===== src/verilog/sfm_pkg.sv =====
// Constants, types and register map of the supply fault manager.
// Summary of operation
// - Measure pulse rate per rail, flag sustained excess.
// - Four rate limits: 30, 41, 56, 78 kHz.
// - Strap resistors set rail one and backlight limits.
// - Strap capacitors set rail two limit.
// - Tolerate excess rate for at least 10 ms.
// - Overvoltage on any feedback sense is a fault.
// - Large string asymmetry disables the shorter strings.
// - Open or shorted strings are disabled.
// - Grounded string stays disabled after backlight power-limit restart.
// - Overtemperature drops rails, holds backlight keepalive, restarts.
// - Thermal shutdown immediately requests primary latch-off.
// - Every rail or thermal fault resolves by restart or latch-off.
// - Auto-restart stops all switching-cycle requests.
// - Latch-off sends a latch-off request to primary.
// - Undervolt for over 32 cycles means overload.
package sfm_pkg;

	localparam int CLK_HZ          = 50_000_000;
	localparam int WIN_US          = 1000;
	localparam int WIN_CYC_DEF     = CLK_HZ / 1_000_000 * WIN_US;
	localparam int QUAL_MS         = 10;
	localparam int QUAL_WIN        = (QUAL_MS * 1000 + WIN_US - 1) / WIN_US;
	localparam int OVL_CYCLES      = 32;
	localparam int RESTART_US      = 1000;
	localparam int RESTART_CYC_DEF = CLK_HZ / 1_000_000 * RESTART_US;
	localparam int SETTLE_CYC      = 4;
	localparam int PCNT_MAX        = 255;

	// Rate limit levels in kHz, indexed by the two-bit strap code.
	localparam int LIM_KHZ [4] = '{30, 41, 56, 78};

	// Resistor codes reported by the strap decoder.
	typedef enum logic [1:0] {
		RES_5K1 = 2'b00,
		RES_10K = 2'b01,
		RES_22K = 2'b10,
		RES_39K = 2'b11
	} sfm_res_t;

	typedef enum logic [2:0] {
		ST_INIT  = 3'b000,
		ST_RUN   = 3'b001,
		ST_HOLD  = 3'b010,
		ST_THERM = 3'b011,
		ST_LATCH = 3'b100
	} sfm_state_t;

	// Register byte offsets.
	localparam logic [11:0] REG_STATUS = 12'h000;
	localparam logic [11:0] REG_MASK   = 12'h004;
	localparam logic [11:0] REG_CTRL   = 12'h008;
	localparam logic [11:0] REG_STATE  = 12'h00C;

	// Status and mask bit positions.
	localparam int SB_PLIM = 0;
	localparam int SB_OVL  = 3;
	localparam int SB_OV   = 6;
	localparam int SB_TEMP = 9;
	localparam int SB_TSD  = 10;
	localparam int SB_STR  = 11;
	localparam int SB_W    = 12;

	// Synchronised monitor inputs, grouped as they arrive from the pins.
	typedef struct packed {
		logic [2:0] pulse;
		logic [2:0] undervolt;
		logic [2:0] ov;
		logic [3:0] asym;
		logic [3:0] open;
		logic [3:0] short;
		logic [3:0] gnd;
		logic       hot;
		logic       cool;
		logic       tsd;
		logic [1:0] res_a;
		logic [1:0] res_b;
		logic       cap_a;
		logic       cap_b;
		logic       latch_cfg;
	} sfm_mon_t;

endpackage


===== src/verilog/sfm_sync.sv =====
// Three-stage input synchroniser with agreement filter.
`timescale 1ns/1ps
module sfm_sync import sfm_pkg::*; #(
	parameter int W = 1
) (
	// Clock and reset
	input  wire logic         pclk,
	input  wire logic         presetn,
	// Data
	input  wire logic [W-1:0] din,
	output logic      [W-1:0] dout
);

	typedef struct packed {
		logic [W-1:0] s1;
		logic [W-1:0] s2;
		logic [W-1:0] s3;
		logic [W-1:0] o;
	} sfm_sync_st_t;

	sfm_sync_st_t q, d;

	always_comb begin
		d    = q;
		d.s1 = din;
		d.s2 = q.s1;
		d.s3 = q.s2;
		for (int i = 0; i < W; i++) begin
			if (q.s2[i] == q.s3[i]) begin
				d.o[i] = q.s3[i];
			end
		end
	end

	always_ff @(posedge pclk or negedge presetn) begin
		if (!presetn) begin
			q <= '0;
		end else begin
			q <= d;
		end
	end

	assign dout = q.o;

endmodule // sfm_sync


===== src/verilog/sfm_rate_mon.sv =====
// Per-rail pulse rate limiter and overload counter.
`timescale 1ns/1ps
module sfm_rate_mon import sfm_pkg::*; #(
	parameter int WIN_CYC = WIN_CYC_DEF
) (
	// Clock and reset
	input  wire logic       pclk,
	input  wire logic       presetn,
	// Monitor inputs
	input  wire logic       clr,
	input  wire logic       pulse,
	input  wire logic       undervolt,
	input  wire logic [7:0] limit,
	// Fault pulses
	output logic            plim_fault,
	output logic            ovl_fault
);

	localparam int CW = $clog2(WIN_CYC + 1);
	localparam int QW = $clog2(QUAL_WIN + 1);

	typedef struct packed {
		logic [CW-1:0] win;
		logic [7:0]    pcnt;
		logic [QW-1:0] over;
		logic [5:0]    uv;
		logic          plim;
		logic          ovl;
	} sfm_rate_st_t;

	sfm_rate_st_t q, d;

	always_comb begin
		d      = q;
		d.plim = 1'b0;
		d.ovl  = 1'b0;
		if (clr) begin
			d = '0;
		end else begin
			if (pulse && q.pcnt != 8'(PCNT_MAX)) begin
				d.pcnt = q.pcnt + 8'd1;
			end
			if (!undervolt) begin
				d.uv = '0;
			end else if (pulse) begin
				if (q.uv == 6'(OVL_CYCLES)) begin
					d.ovl = 1'b1;
				end else begin
					d.uv = q.uv + 6'd1;
				end
			end
			if (q.win == CW'(WIN_CYC - 1)) begin
				d.win  = '0;
				d.pcnt = 8'(pulse);
				if (q.pcnt > limit) begin
					if (q.over == QW'(QUAL_WIN)) begin
						d.plim = 1'b1;
					end else begin
						d.over = q.over + QW'(1);
					end
				end else begin
					d.over = '0;
				end
			end else begin
				d.win = q.win + CW'(1);
			end
		end
	end

	always_ff @(posedge pclk or negedge presetn) begin
		if (!presetn) begin
			q <= '0;
		end else begin
			q <= d;
		end
	end

	assign plim_fault = q.plim;
	assign ovl_fault  = q.ovl;
endmodule // sfm_rate_mon


===== src/verilog/sfm_top.sv =====
// Supply fault manager top level with APB register slave.
`timescale 1ns/1ps
module sfm_top import sfm_pkg::*; #(
	parameter int WIN_CYC     = WIN_CYC_DEF,
	parameter int RESTART_CYC = RESTART_CYC_DEF
) (
	// Clock and reset
	input  wire logic        pclk,
	input  wire logic        presetn,
	// APB slave
	input  wire logic        psel,
	input  wire logic        penable,
	input  wire logic        pwrite,
	input  wire logic [11:0] paddr,
	input  wire logic [31:0] pwdata,
	output logic      [31:0] prdata,
	output logic             pready,
	output logic             pslverr,
	// Rail monitors
	input  wire logic [2:0]  rail_pulse,
	input  wire logic [2:0]  rail_undervolt,
	input  wire logic [2:0]  feedback_sense_ov,
	// String monitors
	input  wire logic [3:0]  string_asym_short,
	input  wire logic [3:0]  string_open,
	input  wire logic [3:0]  string_short,
	input  wire logic [3:0]  string_sink_grounded,
	// Thermal monitors
	input  wire logic        thermal_limit_hot,
	input  wire logic        thermal_hysteresis_clear,
	input  wire logic        thermal_shutdown_hot,
	// Straps and configuration
	input  wire logic [1:0]  power_strap_a_res,
	input  wire logic [1:0]  power_strap_b_res,
	input  wire logic        power_strap_a_cap,
	input  wire logic        power_strap_b_cap,
	input  wire logic        latch_mode_cfg,
	// Supply control
	output logic             cycle_req_en,
	output logic             latchoff_req,
	output logic             fixed_rail_one_en,
	output logic             fixed_rail_two_en,
	output logic             backlight_keepalive,
	output logic [3:0]       string_en,
	output logic             irq
);

	localparam int HW = $clog2(RESTART_CYC + 1);

	typedef struct packed {
		sfm_state_t      state;
		logic            latch_mode;
		logic [1:0]      lim0;
		logic [1:0]      lim1;
		logic [1:0]      lim2;
		logic [3:0]      str_dis;
		logic [3:0]      sw_dis;
		logic [SB_W-1:0] status;
		logic [SB_W-1:0] mask;
		logic [HW-1:0]   cnt;
		logic            cyc_req;
		logic            latchoff;
		logic            rail_one;
		logic            rail_two;
		logic            keepalive;
		logic [3:0]      str_en;
		logic            irq;
		logic            pready;
		logic            pslverr;
		logic [31:0]     prdata;
	} sfm_top_st_t;

	sfm_top_st_t     q, d;
	sfm_mon_t        m;
	logic [2:0]      plim_ev;
	logic [2:0]      ovl_ev;
	logic [7:0]      lim_cnt [3];
	logic            mon_clr;
	logic [3:0]      strf;
	logic [1:0]      cap_code;
	logic            fault_any;

	sfm_sync #(.W($bits(sfm_mon_t))) u_sync (
		.pclk    (pclk),
		.presetn (presetn),
		.din     ({rail_pulse, rail_undervolt, feedback_sense_ov, string_asym_short, string_open,
		           string_short, string_sink_grounded, thermal_limit_hot, thermal_hysteresis_clear,
		           thermal_shutdown_hot, power_strap_a_res, power_strap_b_res, power_strap_a_cap,
		           power_strap_b_cap, latch_mode_cfg}),
		.dout    (m)
	);

	assign lim_cnt[0] = 8'(LIM_KHZ[q.lim0] * WIN_US / 1000);
	assign lim_cnt[1] = 8'(LIM_KHZ[q.lim1] * WIN_US / 1000);
	assign lim_cnt[2] = 8'(LIM_KHZ[q.lim2] * WIN_US / 1000);
	assign mon_clr    = q.state != ST_RUN;

	// Pulses are edge-detected ahead of each monitor so a wide pulse counts once.
	logic [2:0] pulse_q;
	always_ff @(posedge pclk or negedge presetn) begin
		if (!presetn) begin
			pulse_q <= '0;
		end else begin
			pulse_q <= m.pulse;
		end
	end

	for (genvar g = 0; g < 3; g++) begin : g_rail
		sfm_rate_mon #(.WIN_CYC(WIN_CYC)) u_mon (
			.pclk       (pclk),
			.presetn    (presetn),
			.clr        (mon_clr),
			.pulse      (m.pulse[g] & ~pulse_q[g]),
			.undervolt  (m.undervolt[g]),
			.limit      (lim_cnt[g]),
			.plim_fault (plim_ev[g]),
			.ovl_fault  (ovl_ev[g])
		);
	end

	assign strf      = m.asym | m.open | m.short;
	assign cap_code  = {m.cap_b, m.cap_a};
	assign fault_any = |plim_ev || |ovl_ev || |m.ov;

	always_comb begin
		logic [SB_W-1:0] set;
		logic [SB_W-1:0] w1c;
		logic            setup;
		logic            acc;
		logic            hit;
		logic [31:0]     rd;
		set   = '0;
		w1c   = '0;
		rd    = '0;
		d     = q;
		setup = psel & ~penable;
		acc   = psel & penable & q.pready;
		hit   = paddr == REG_STATUS || paddr == REG_MASK || paddr == REG_CTRL || paddr == REG_STATE;
		case (paddr)
			REG_STATUS: rd = 32'(q.status);
			REG_MASK:   rd = 32'(q.mask);
			REG_CTRL:   rd = 32'(q.sw_dis);
			REG_STATE:  rd = 32'({q.str_dis, q.lim2, q.lim1, q.lim0, q.latch_mode, q.state});
			default:    rd = '0;
		endcase
		d.pready  = setup;
		d.pslverr = setup & ~hit;
		d.prdata  = (setup & ~pwrite) ? rd : '0;
		if (acc && pwrite) begin
			case (paddr)
				REG_STATUS: w1c = pwdata[SB_W-1:0];
				REG_MASK:   d.mask = pwdata[SB_W-1:0];
				REG_CTRL:   d.sw_dis = pwdata[3:0];
				default:    ;
			endcase
		end
		case (q.state)
			ST_INIT: begin
				d.cyc_req = 1'b0;
				// The synchroniser shows a strap only after four edges, so sample one edge later.
				if (q.cnt == HW'(SETTLE_CYC)) begin
					d.lim0       = m.res_a;
					d.lim2       = m.res_b;
					d.lim1       = cap_code;
					d.latch_mode = m.latch_cfg;
					d.state      = ST_RUN;
					d.cyc_req    = 1'b1;
					d.cnt        = '0;
				end else begin
					d.cnt = q.cnt + HW'(1);
				end
			end
			ST_RUN: begin
				d.str_dis         = q.str_dis | strf;
				set[SB_STR]       = |(strf & ~q.str_dis);
				set[SB_PLIM+:3]   = plim_ev;
				set[SB_OVL+:3]    = ovl_ev;
				set[SB_OV+:3]     = m.ov;
				if (fault_any) begin
					if (plim_ev[2]) begin
						d.str_dis = d.str_dis | m.gnd;
					end
					d.state    = q.latch_mode ? ST_LATCH : ST_HOLD;
					d.latchoff = q.latch_mode;
					d.cyc_req  = 1'b0;
					d.cnt      = '0;
				end else if (m.hot) begin
					d.state       = ST_THERM;
					set[SB_TEMP]  = 1'b1;
				end
			end
			ST_HOLD: begin
				d.cyc_req = 1'b0;
				if (q.cnt == HW'(RESTART_CYC - 1)) begin
					d.state   = ST_RUN;
					d.cyc_req = 1'b1;
					d.cnt     = '0;
				end else begin
					d.cnt = q.cnt + HW'(1);
				end
			end
			ST_THERM: begin
				if (m.cool) begin
					d.state   = ST_HOLD;
					d.cyc_req = 1'b0;
					d.cnt     = '0;
				end
			end
			ST_LATCH: begin
				d.latchoff = 1'b1;
				d.cyc_req  = 1'b0;
			end
			default: begin
				d.state = ST_INIT;
			end
		endcase
		if (m.tsd) begin
			d.state     = ST_LATCH;
			d.latchoff  = 1'b1;
			d.cyc_req   = 1'b0;
			set[SB_TSD] = 1'b1;
		end
		d.rail_one  = d.state == ST_RUN;
		d.rail_two  = d.state == ST_RUN;
		d.keepalive = d.state == ST_THERM;
		d.str_en    = (d.state == ST_RUN) ? ~(d.str_dis | d.sw_dis) : 4'h0;
		// A new event wins over a clear written in the same cycle.
		d.status    = (q.status & ~w1c) | set;
		d.irq       = |(d.status & d.mask);
	end

	always_ff @(posedge pclk or negedge presetn) begin
		if (!presetn) begin
			q <= '0;
		end else begin
			q <= d;
		end
	end

	assign prdata              = q.prdata;
	assign pready              = q.pready;
	assign pslverr             = q.pslverr;
	assign cycle_req_en        = q.cyc_req;
	assign latchoff_req        = q.latchoff;
	assign fixed_rail_one_en   = q.rail_one;
	assign fixed_rail_two_en   = q.rail_two;
	assign backlight_keepalive = q.keepalive;
	assign string_en           = q.str_en;
	assign irq                 = q.irq;
endmodule // sfm_top


===== config.mk =====
export PLATFORM = sky130hd
export DESIGN_NAME = sfm_top
export DESIGN_NICKNAME = d
export VERILOG_FILES = /design/src/verilog/sfm_pkg.sv /design/src/verilog/sfm_sync.sv /design/src/verilog/sfm_rate_mon.sv /design/src/verilog/sfm_top.sv
export SDC_FILE = /design/constraint.sdc
export NUM_CORES = 1
export LEC_CHECK = 0
export BUFFER_PORTS_ARGS = -buffer_cell sky130_fd_sc_hd__buf_2
export CAP_MARGIN = 10
export CORE_MARGIN = 2
export CORE_UTILIZATION = 35
export DETAILED_ROUTE_END_ITERATION = 10
export MAX_ROUTING_LAYER = met4
export PLACE_DENSITY = 0.54
export SLEW_MARGIN = 40
export SYNTH_ARGS = -nofsm -noshare
export SYNTH_HDL_FRONTEND = slang
export SYNTH_SLANG_ARGS = --single-unit

===== constraint.sdc =====
create_clock -name pclk -period 8.25 [get_ports pclk]
set_input_delay 0.825 -clock pclk [delete_from_list [all_inputs] [get_ports pclk]]
set_output_delay 0.825 -clock pclk [all_outputs]
set_load 0.05 [all_outputs]

==> results of run 1 <==
==> placed cells by master (no fill, tap or decap), types with 9 or more instances in the layout <==
cell and instances:
nand3_1 49, nand2b_1 11, a21oi_1 42, clkbuf_16 38, nor3_1 18, buf_2 88
a21o_1 10, nor2_1 127, xnor2_1 27, and3_1 36, nor4_1 10, inv_1 44
or3_1 16, mux2_2 11, dfrtp_1 334, and2_1 11, nand4_1 25, mux2i_1 11
o31ai_1 9, ha_1 83, o21ai_1 9, o21ai_0 45, nand2_1 87, nor2b_1 25
a31oi_1 12, maj3_1 35, conb_1 18, xor2_1 49
==> layer usage <==
layer	global-route usage [%]	up-vias	wire length, um
met5	-	-	0
met4	3.742	0	518
met3	2.574	40	1213
met2	21.32	160	13310
met1	20.19	4717	14730
li1	-	4682	-
==> kinds of logic (layout without fill, tap and decap cells) <==
| family | count (synthesis) | after routing | synth area share (%) |
|---|---|---|---|
| AO/OA/AOI/OAI | 188 | 188 | 8.249 |
| XOR/XNOR | 76 | 76 | 4.492 |
| adder cells (fa/ha/maj) | 118 | 118 | 9.372 |
| buffers and inverters | 111 | 207 | 3.774 |
| flip-flops | 334 | 334 | 56.40 |
| multiplexers | 32 | 32 | 2.643 |
| other | 1 | 19 | 0.02530 |
| AND/OR/NAND/NOR | 444 | 444 | 15.05 |
==> metrics by stage <==
stage | worst slack [ns] | total power, mW
finish | 3.782 | 3.692
global route | 3.432 | 3.879
CTS | 3.863 | 3.758
detailed placement | 3.849 | 2.058
global placement | 3.928 | 2.049
floorplan | 4.361 | 1.949
==> state kept, by name, summed over array words and instances, names as in the netlist, 3 cells and up <==
| register | cells |
|---|---|
| prdata | 14 |
| u_sync.dout | 35 |
| q | 58 |
| pulse_q | 3 |
| g_rail.u_mon.plim_fault | 3 |
| string_en | 4 |
| g_rail.u_mon.q | 102 |
| u_sync.q | 35 |
| g_rail.u_mon.ovl_fault | 3 |
| u_sync.d | 70 |
==> layout make-up <==
class                           instances  area (um2)  share of cell area [%]
Inverter                               44       165.2                  0.9745
Sequential cell                       334        8358                   49.31
Antenna cell                            1       2.502                 0.01476
Tap cell                              539       674.4                   3.979
Clock inverter                         15       175.2                   1.034
Multi-Input combinational cell        876        5981                   35.29
Timing Repair Buffer                   96       519.2                   3.064
Clock buffer                           52        1074                   6.334
==> cells in the mapped netlist (3+ instances only) <==
cell type    n  area [um2]
o41ai_1      3       26.28
o31ai_1      9       67.56
clkbuf_1    25       93.84
nand3_1     49       245.2
a221o_1      7       70.07
nor2_1     127       476.7
dfrtp_1    334        8358
nor3_1      19       95.09
buf_2        3       15.01
mux2i_1     11       110.1
o21ai_0     45       225.2
nor4_1      10       62.56
nor3b_1      5       37.54
o21bai_1     3       22.52
mux2_1       6       67.56
o21a_1       3       22.52
xor2_1      49       429.2
o21ai_1      9       45.04
and4_1       3       26.28
o211a_1      5       50.05
nand4_1     25       156.4
a31oi_1     12       75.07
and3_1      36       225.2
a21o_1      10       75.07
nand2_1     90       337.8
a211oi_1     7       52.55
mux2_2      11       123.9
or3_1       16       100.1
xnor2_1     27       236.5
buf_4       37       277.8
ha_1        83        1039
o22ai_1      4       25.02
a22oi_1      4       30.03
maj3_1      35       350.3
and2_1      11       68.82
nor2b_1     26       162.7
a21oi_1     42       210.2
o31a_1       4       35.03
o211ai_1     4       30.03
mux4_2       4       90.09
inv_1       44       165.2
nand2b_1    11       68.82
a22o_1       4       35.03
==> where the power goes <==
part           total (mW)  switching (mW)  internal, mW
Clock                1.67           0.660          1.01
Combinational       0.285           0.184         0.101
Sequential           1.74          0.0426          1.70
==> final timing paths <==
check / startpoint / to / slack [ns]
worst max-delay path: q[94] / g_rail[1].u_mon.q[10] / 3.78
worst min-delay path: presetn / g_rail[2].u_mon.q[35] / 0.25
worst max register to register: q[94] / g_rail[1].u_mon.q[10] / 3.78
worst min register to register: u_sync.d[101] / u_sync.d[66] / 0.35
max in group asynchronous: presetn / u_sync.dout[7] / 6.83
min in group pclk: u_sync.d[101] / u_sync.d[66] / 0.35
==> worst max-delay path, delay by kind of cell (launching register included) <==
kind | cells | cell delay (ns)
flip-flops | 1 | 0.46
AO/OA/AOI/OAI | 8 | 1.74
AND/OR/NAND/NOR | 3 | 0.58
buffers and inverters | 1 | 0.14
adder cells (fa/ha/maj) | 5 | 1.47
==> out/metrics.cfg, run 1 <==
[outcome]
outcome = completed

[power]
p_leak_nw = 7.723
p_per_area_nw_per_um2 = 217.8
ir_drop_v = 0.0001178

[timing]
skew_ns = 0.02088
rsz0062_at_grt = no
worst_pin_slew_ns = 0.7512
fin_crit_ns = 4.468
relSlewSlack_pct = 49.78
setup_viol = 0
hold-worst-slack_ns = 0.2488
final-hold-violation-count = 0
fin_tns_setup_ns = 0
period_share_pct = 54.16
fmax_ghz = 0.2238
final_max_slew_viol_count = 0

[clocking]
root_buffer = clkbuf_16
htree_levels = 2
cts_setup_buffers = 0
clock_latency_ns = 0.54
cts_hold_buf = 0
path_clk_slew_ns = 0.05
cts_tree = yes
cts_buffers = 38
cts.sinks = 334
ctsResizeCount = 0
clockBufferDepth = 3

[route]
antenna_left = 0
first_pass_iters = 4
wl_per_cell_um = 15.21
first_iter_violations = 703
wirelength_um = 29770
drc = 0
viasPerCell = 4.905
dr_total_vias = 9599

[worst_setup_path]
critical_path_peak_fanout = 10
path_class = reg2reg
worstPathArrival_ns = 4.92
r2r_cells = 17
required_ns = 8.70
critPathMaxStageDelay_ns = 0.46
cp-start-kind = flip-flop
slowest_stage = dfrtp_1
cp_common_cell = ha_1
path_cells = inv_1, ha_1, ha_1, ha_1, ha_1, o211a_1, a211oi_1, o2111ai_1, o41ai_1, o21ai_1, nand2_1, ha_1, nand4_1, o21ai_1, a21o_1, or3_1, o22ai_1
crit_path_end_kind = flip-flop

[global_route]
grtUsageTotal_pct = 14.30
grt_pass1_vias = 9556
grt_max_degree = 79
grt-ovfl-total = 0
antenna_found_initial = 1
grt_pass1_wl_um = 49660

[synth]
syn-cell-area_um2 = 14820
ys_seq_elements = 334
syn_inst = 1304
ys.flop_type = dfrtp_1
ys.warnings.count = 0
async_reset_ff_share_pct = 100.0
avgSynthCellArea_um2 = 11.36
yosysSeqAreaShare_pct = 56.40
synth_edf_count = 0
synth_cell_type_count = 67

[min_path]
holdCritPathClass = in2async

[layout]
fin_util_pct = 40.50
fin_area_um2 = 16950
num-fill-cells = 3997
area_growth_pct = 14.37
nNetsFinal = 1557
layout-drive-gt1-share_pct = 12.77
final_cells = 1957

[placed_design]
io_buffers = 89
hpwlAfterDp_um = 20590
gp_congestion = 0.8007
placed_cell_area_um2 = 15690
place_inst = 1889

[die]
die-area_um2 = 44000
chipWidth_um = 209.8
fp.coreArea_um2 = 41850
io_pins = 128
start_util_pct = 35.41
rows = 75
die_h_um = 209.8

[run]
maxCapViolCount = 0

Note: power is estimated with default switching activity, not from simulation.
==> run 2, diff against run 1 <==
- ABC_AREA: unset -> 1
- PLACE_DENSITY: 0.54 -> 0.53
- clock period: 8.25 -> 4.7 ns (I/O delays scaled with it)
==> run 2 against run 1 <==
  * Critical path depth is 12 higher
  * Sequential share of layout area is 4.1 points lower
  * Critical endpoint is now g_rail[2].u_mon.q[11]
  * Final cell count is 28% higher
  * Clock power is 89% higher
  * Power is 85% higher
  * Fmax is 5.9% higher
  * Synthesized cell count is 36% higher
==> out/metrics.cfg, run 2 <==
[global_route]
grt_pass1_wl_um = 58380
grt-ovfl-total = 0
grtUsageTotal_pct = 15.60
busiest_layer = met2
grt_pass1_vias = 11700
met3_usage_pct = 3.201
grt_max_degree = 132
antenna_found_initial = 0
groute.layer.met1.usage_pct = 21.21
grt_use_met2_pct = 23.63

[clocking]
root_buffer = clkbuf_16
cts_tree = yes
cts.sinks = 334
path_clk_slew_ns = 0.06
cts_setup_buffers = 0
htree_levels = 2
cts_buffers = 39
clockBufferDepth = 3
clock_latency_ns = 0.55

[min_path]
whs_endpoint = u_sync.d[97]
hp-start = feedback_sense_ov[1]
hold_depth = 1
holdCritPathClass = in2reg

[synth]
synth_cell_type_count = 57
yosysSeqAreaShare_pct = 52.05
ys_top_cells_by_area = dfrtp_1 52%, nand2_1 7.9%, ha_1 6.5%, inv_1 5.3%, nor2_1 4.2%
synth_fa_ha_area_share_pct = 8.649
synth_edf_count = 0
synth_top_area_share_pct = 52.05
synth_compound_area_share_pct = 9.054
synth_xor_area_share_pct = 0.9272
avgSynthCellArea_um2 = 9.031
synth_top_family_by_area = simple AND/OR/NAND/NOR gates
synthMuxAreaShare_pct = 0.4909
synthTopCellsByCount = 340 x nand2_1, 334 x dfrtp_1, 225 x inv_1
ys.flop_type = dfrtp_1
syn-cell-area_um2 = 16060
async_reset_ff_share_pct = 100.0
synth_top_cell_by_area = dfrtp_1
syn_inst = 1778
synth_most_common_cell = nand2_1
ys.warnings.count = 0
ys_seq_elements = 334
synth-simple-area-share_pct = 20.67

[layout]
antenna_cells = 0
layout_commonest_cell = nand2_1
num-fill-cells = 4525
area_growth_pct = 15.12
largest_reg_flops = 102
layout-drive-gt1-share_pct = 13.02
seqCellArea_um2 = 8362
multiInputGateArea_um2 = 6491
regMostFlops = g_rail.u_mon.q
final_cell_mix = 340 x nand2_1, 331 x dfrtp_1, 221 x inv_1
nNetsFinal = 2050

[timing]
fmax_ghz = 0.2369
final-hold-violation-count = 0
final_max_slew_viol_count = 0
fin_tns_setup_ns = 0
worst_pin_slew_ns = 0.7123
skew_ns = 0.02107
relSlewSlack_pct = 52.38
period_share_pct = 89.81
setup_viol = 0
hold-worst-slack_ns = 0.03278
rsz0062_at_grt = no
fin_crit_ns = 4.221

[die]
fp.coreArea_um2 = 45280
chipWidth_um = 218.2
die_h_um = 218.2
die-area_um2 = 47610
rows = 78
io_pins = 128
start_util_pct = 35.46

[run]
maxCapViolCount = 0

[power]
seqPwrFrac_pct = 44.7
power_switching_mw = 1.699
total_power_mw = 6.821
ir_drop_v = 0.0002994
p_per_area_nw_per_um2 = 369.0
clkPwrFrac_pct = 46.3
power_frac_comb_pct = 9.0
p_int_mw = 5.122
p_leak_nw = 8.412
switching_share_pct = 24.91

[worst_setup_path]
required_ns = 5.16
cp-start-kind = flip-flop
r2r_cells = 29
r2r_setup_slack_ns = 0.48
slowest_stage = ha_2
critPathMaxStageDelay_ns = 0.45
critical_path_peak_fanout = 8
crit_path_end_kind = flip-flop
r2r-start = q[93]
worstPathArrival_ns = 4.68
path_class = reg2reg
cp_common_cell = nand2_1
critical-path-top-delay-family = simple AND/OR/NAND/NOR gates
regToRegEndpoint = g_rail[2].u_mon.q[11]
path_buf_inv = 4

[route]
wirelength_um = 34780
antenna_left = 0
drc = 0
viasPerCell = 4.707
wl_per_cell_um = 13.85
dr_total_vias = 11830
first_iter_violations = 670
first_pass_iters = 4

[placed_design]
gp_congestion = 0.8950
hpwlAfterDp_um = 24910
io_buffers = 89

[outcome]
outcome = completed

==> run 2: kinds of logic (layout without fill, tap and decap cells) <==
kind of cell | Yosys count | after routing
other | 1 | 18
flip-flops | 334 | 334
buffers and inverters | 303 | 420
AO/OA/AOI/OAI | 249 | 249
AND/OR/NAND/NOR | 749 | 749
adder cells (fa/ha/maj) | 118 | 118
XOR/XNOR | 17 | 17
multiplexers | 7 | 7
==> run 2: how the worst max path moves through the flow <==
stage               cells after the start  startpoint  slack (ns)                     to
detailed placement                     29       q[93]        0.22  g_rail[2].u_mon.q[11]
floorplan                              30       q[94]        0.74  g_rail[1].u_mon.q[10]
finish                                 29       q[93]        0.48  g_rail[2].u_mon.q[11]
CTS                                    29       q[93]        0.18  g_rail[2].u_mon.q[11]
global placement                       29       q[93]        0.37  g_rail[2].u_mon.q[11]
global route                           25       q[96]        0.01   g_rail[0].u_mon.q[9]
==> run 2: what timing repair did <==
item | CTS | global route
gates resized for setup | 0 | 16
setup endpoints to repair | 0 | 13
hold buffers | 6 | 0
endpoints found under the hold margin | 94 | 0
==> run 2: cell type report <==
cell class                      count  area share, %
Inverter                          246          4.995
Timing Repair Buffer              104          3.290
Multi-Input combinational cell   1158          35.12
Clock inverter                     21          1.374
Sequential cell                   334          45.23
Tap cell                          600          4.061
Clock buffer                       49          5.929
==> run 2: power by group through the flow <==
stage / combinational, mW / sequential (mW) / clock (mW)
after detailed placement: 0.604 / 3.10 / 0
final: 0.614 / 3.05 / 3.16
after global routing: 0.708 / 3.06 / 3.39
after floorplan: 0.407 / 3.08 / 0
after CTS: 0.612 / 3.05 / 3.27
after global placement: 0.591 / 3.09 / 0
==> run 2: routing by layer <==
layer	vias up	share of wire (%)
li1	5988	-
met1	5583	49
met2	205	44
met3	49	4.6
met4	0	2.3
met5	-	0
==> run 2: metrics by stage <==
step	setup WS, ns	area, um2	std cells	util [%]
detailed placement	0.2213	17040	2436	37.62
finish	0.4790	18490	2512	40.82
CTS	0.1805	18450	2512	40.74
global placement	0.3703	17040	2436	37.62
global route	0.01299	18490	2512	40.82
floorplan	0.7387	16120	1795	-
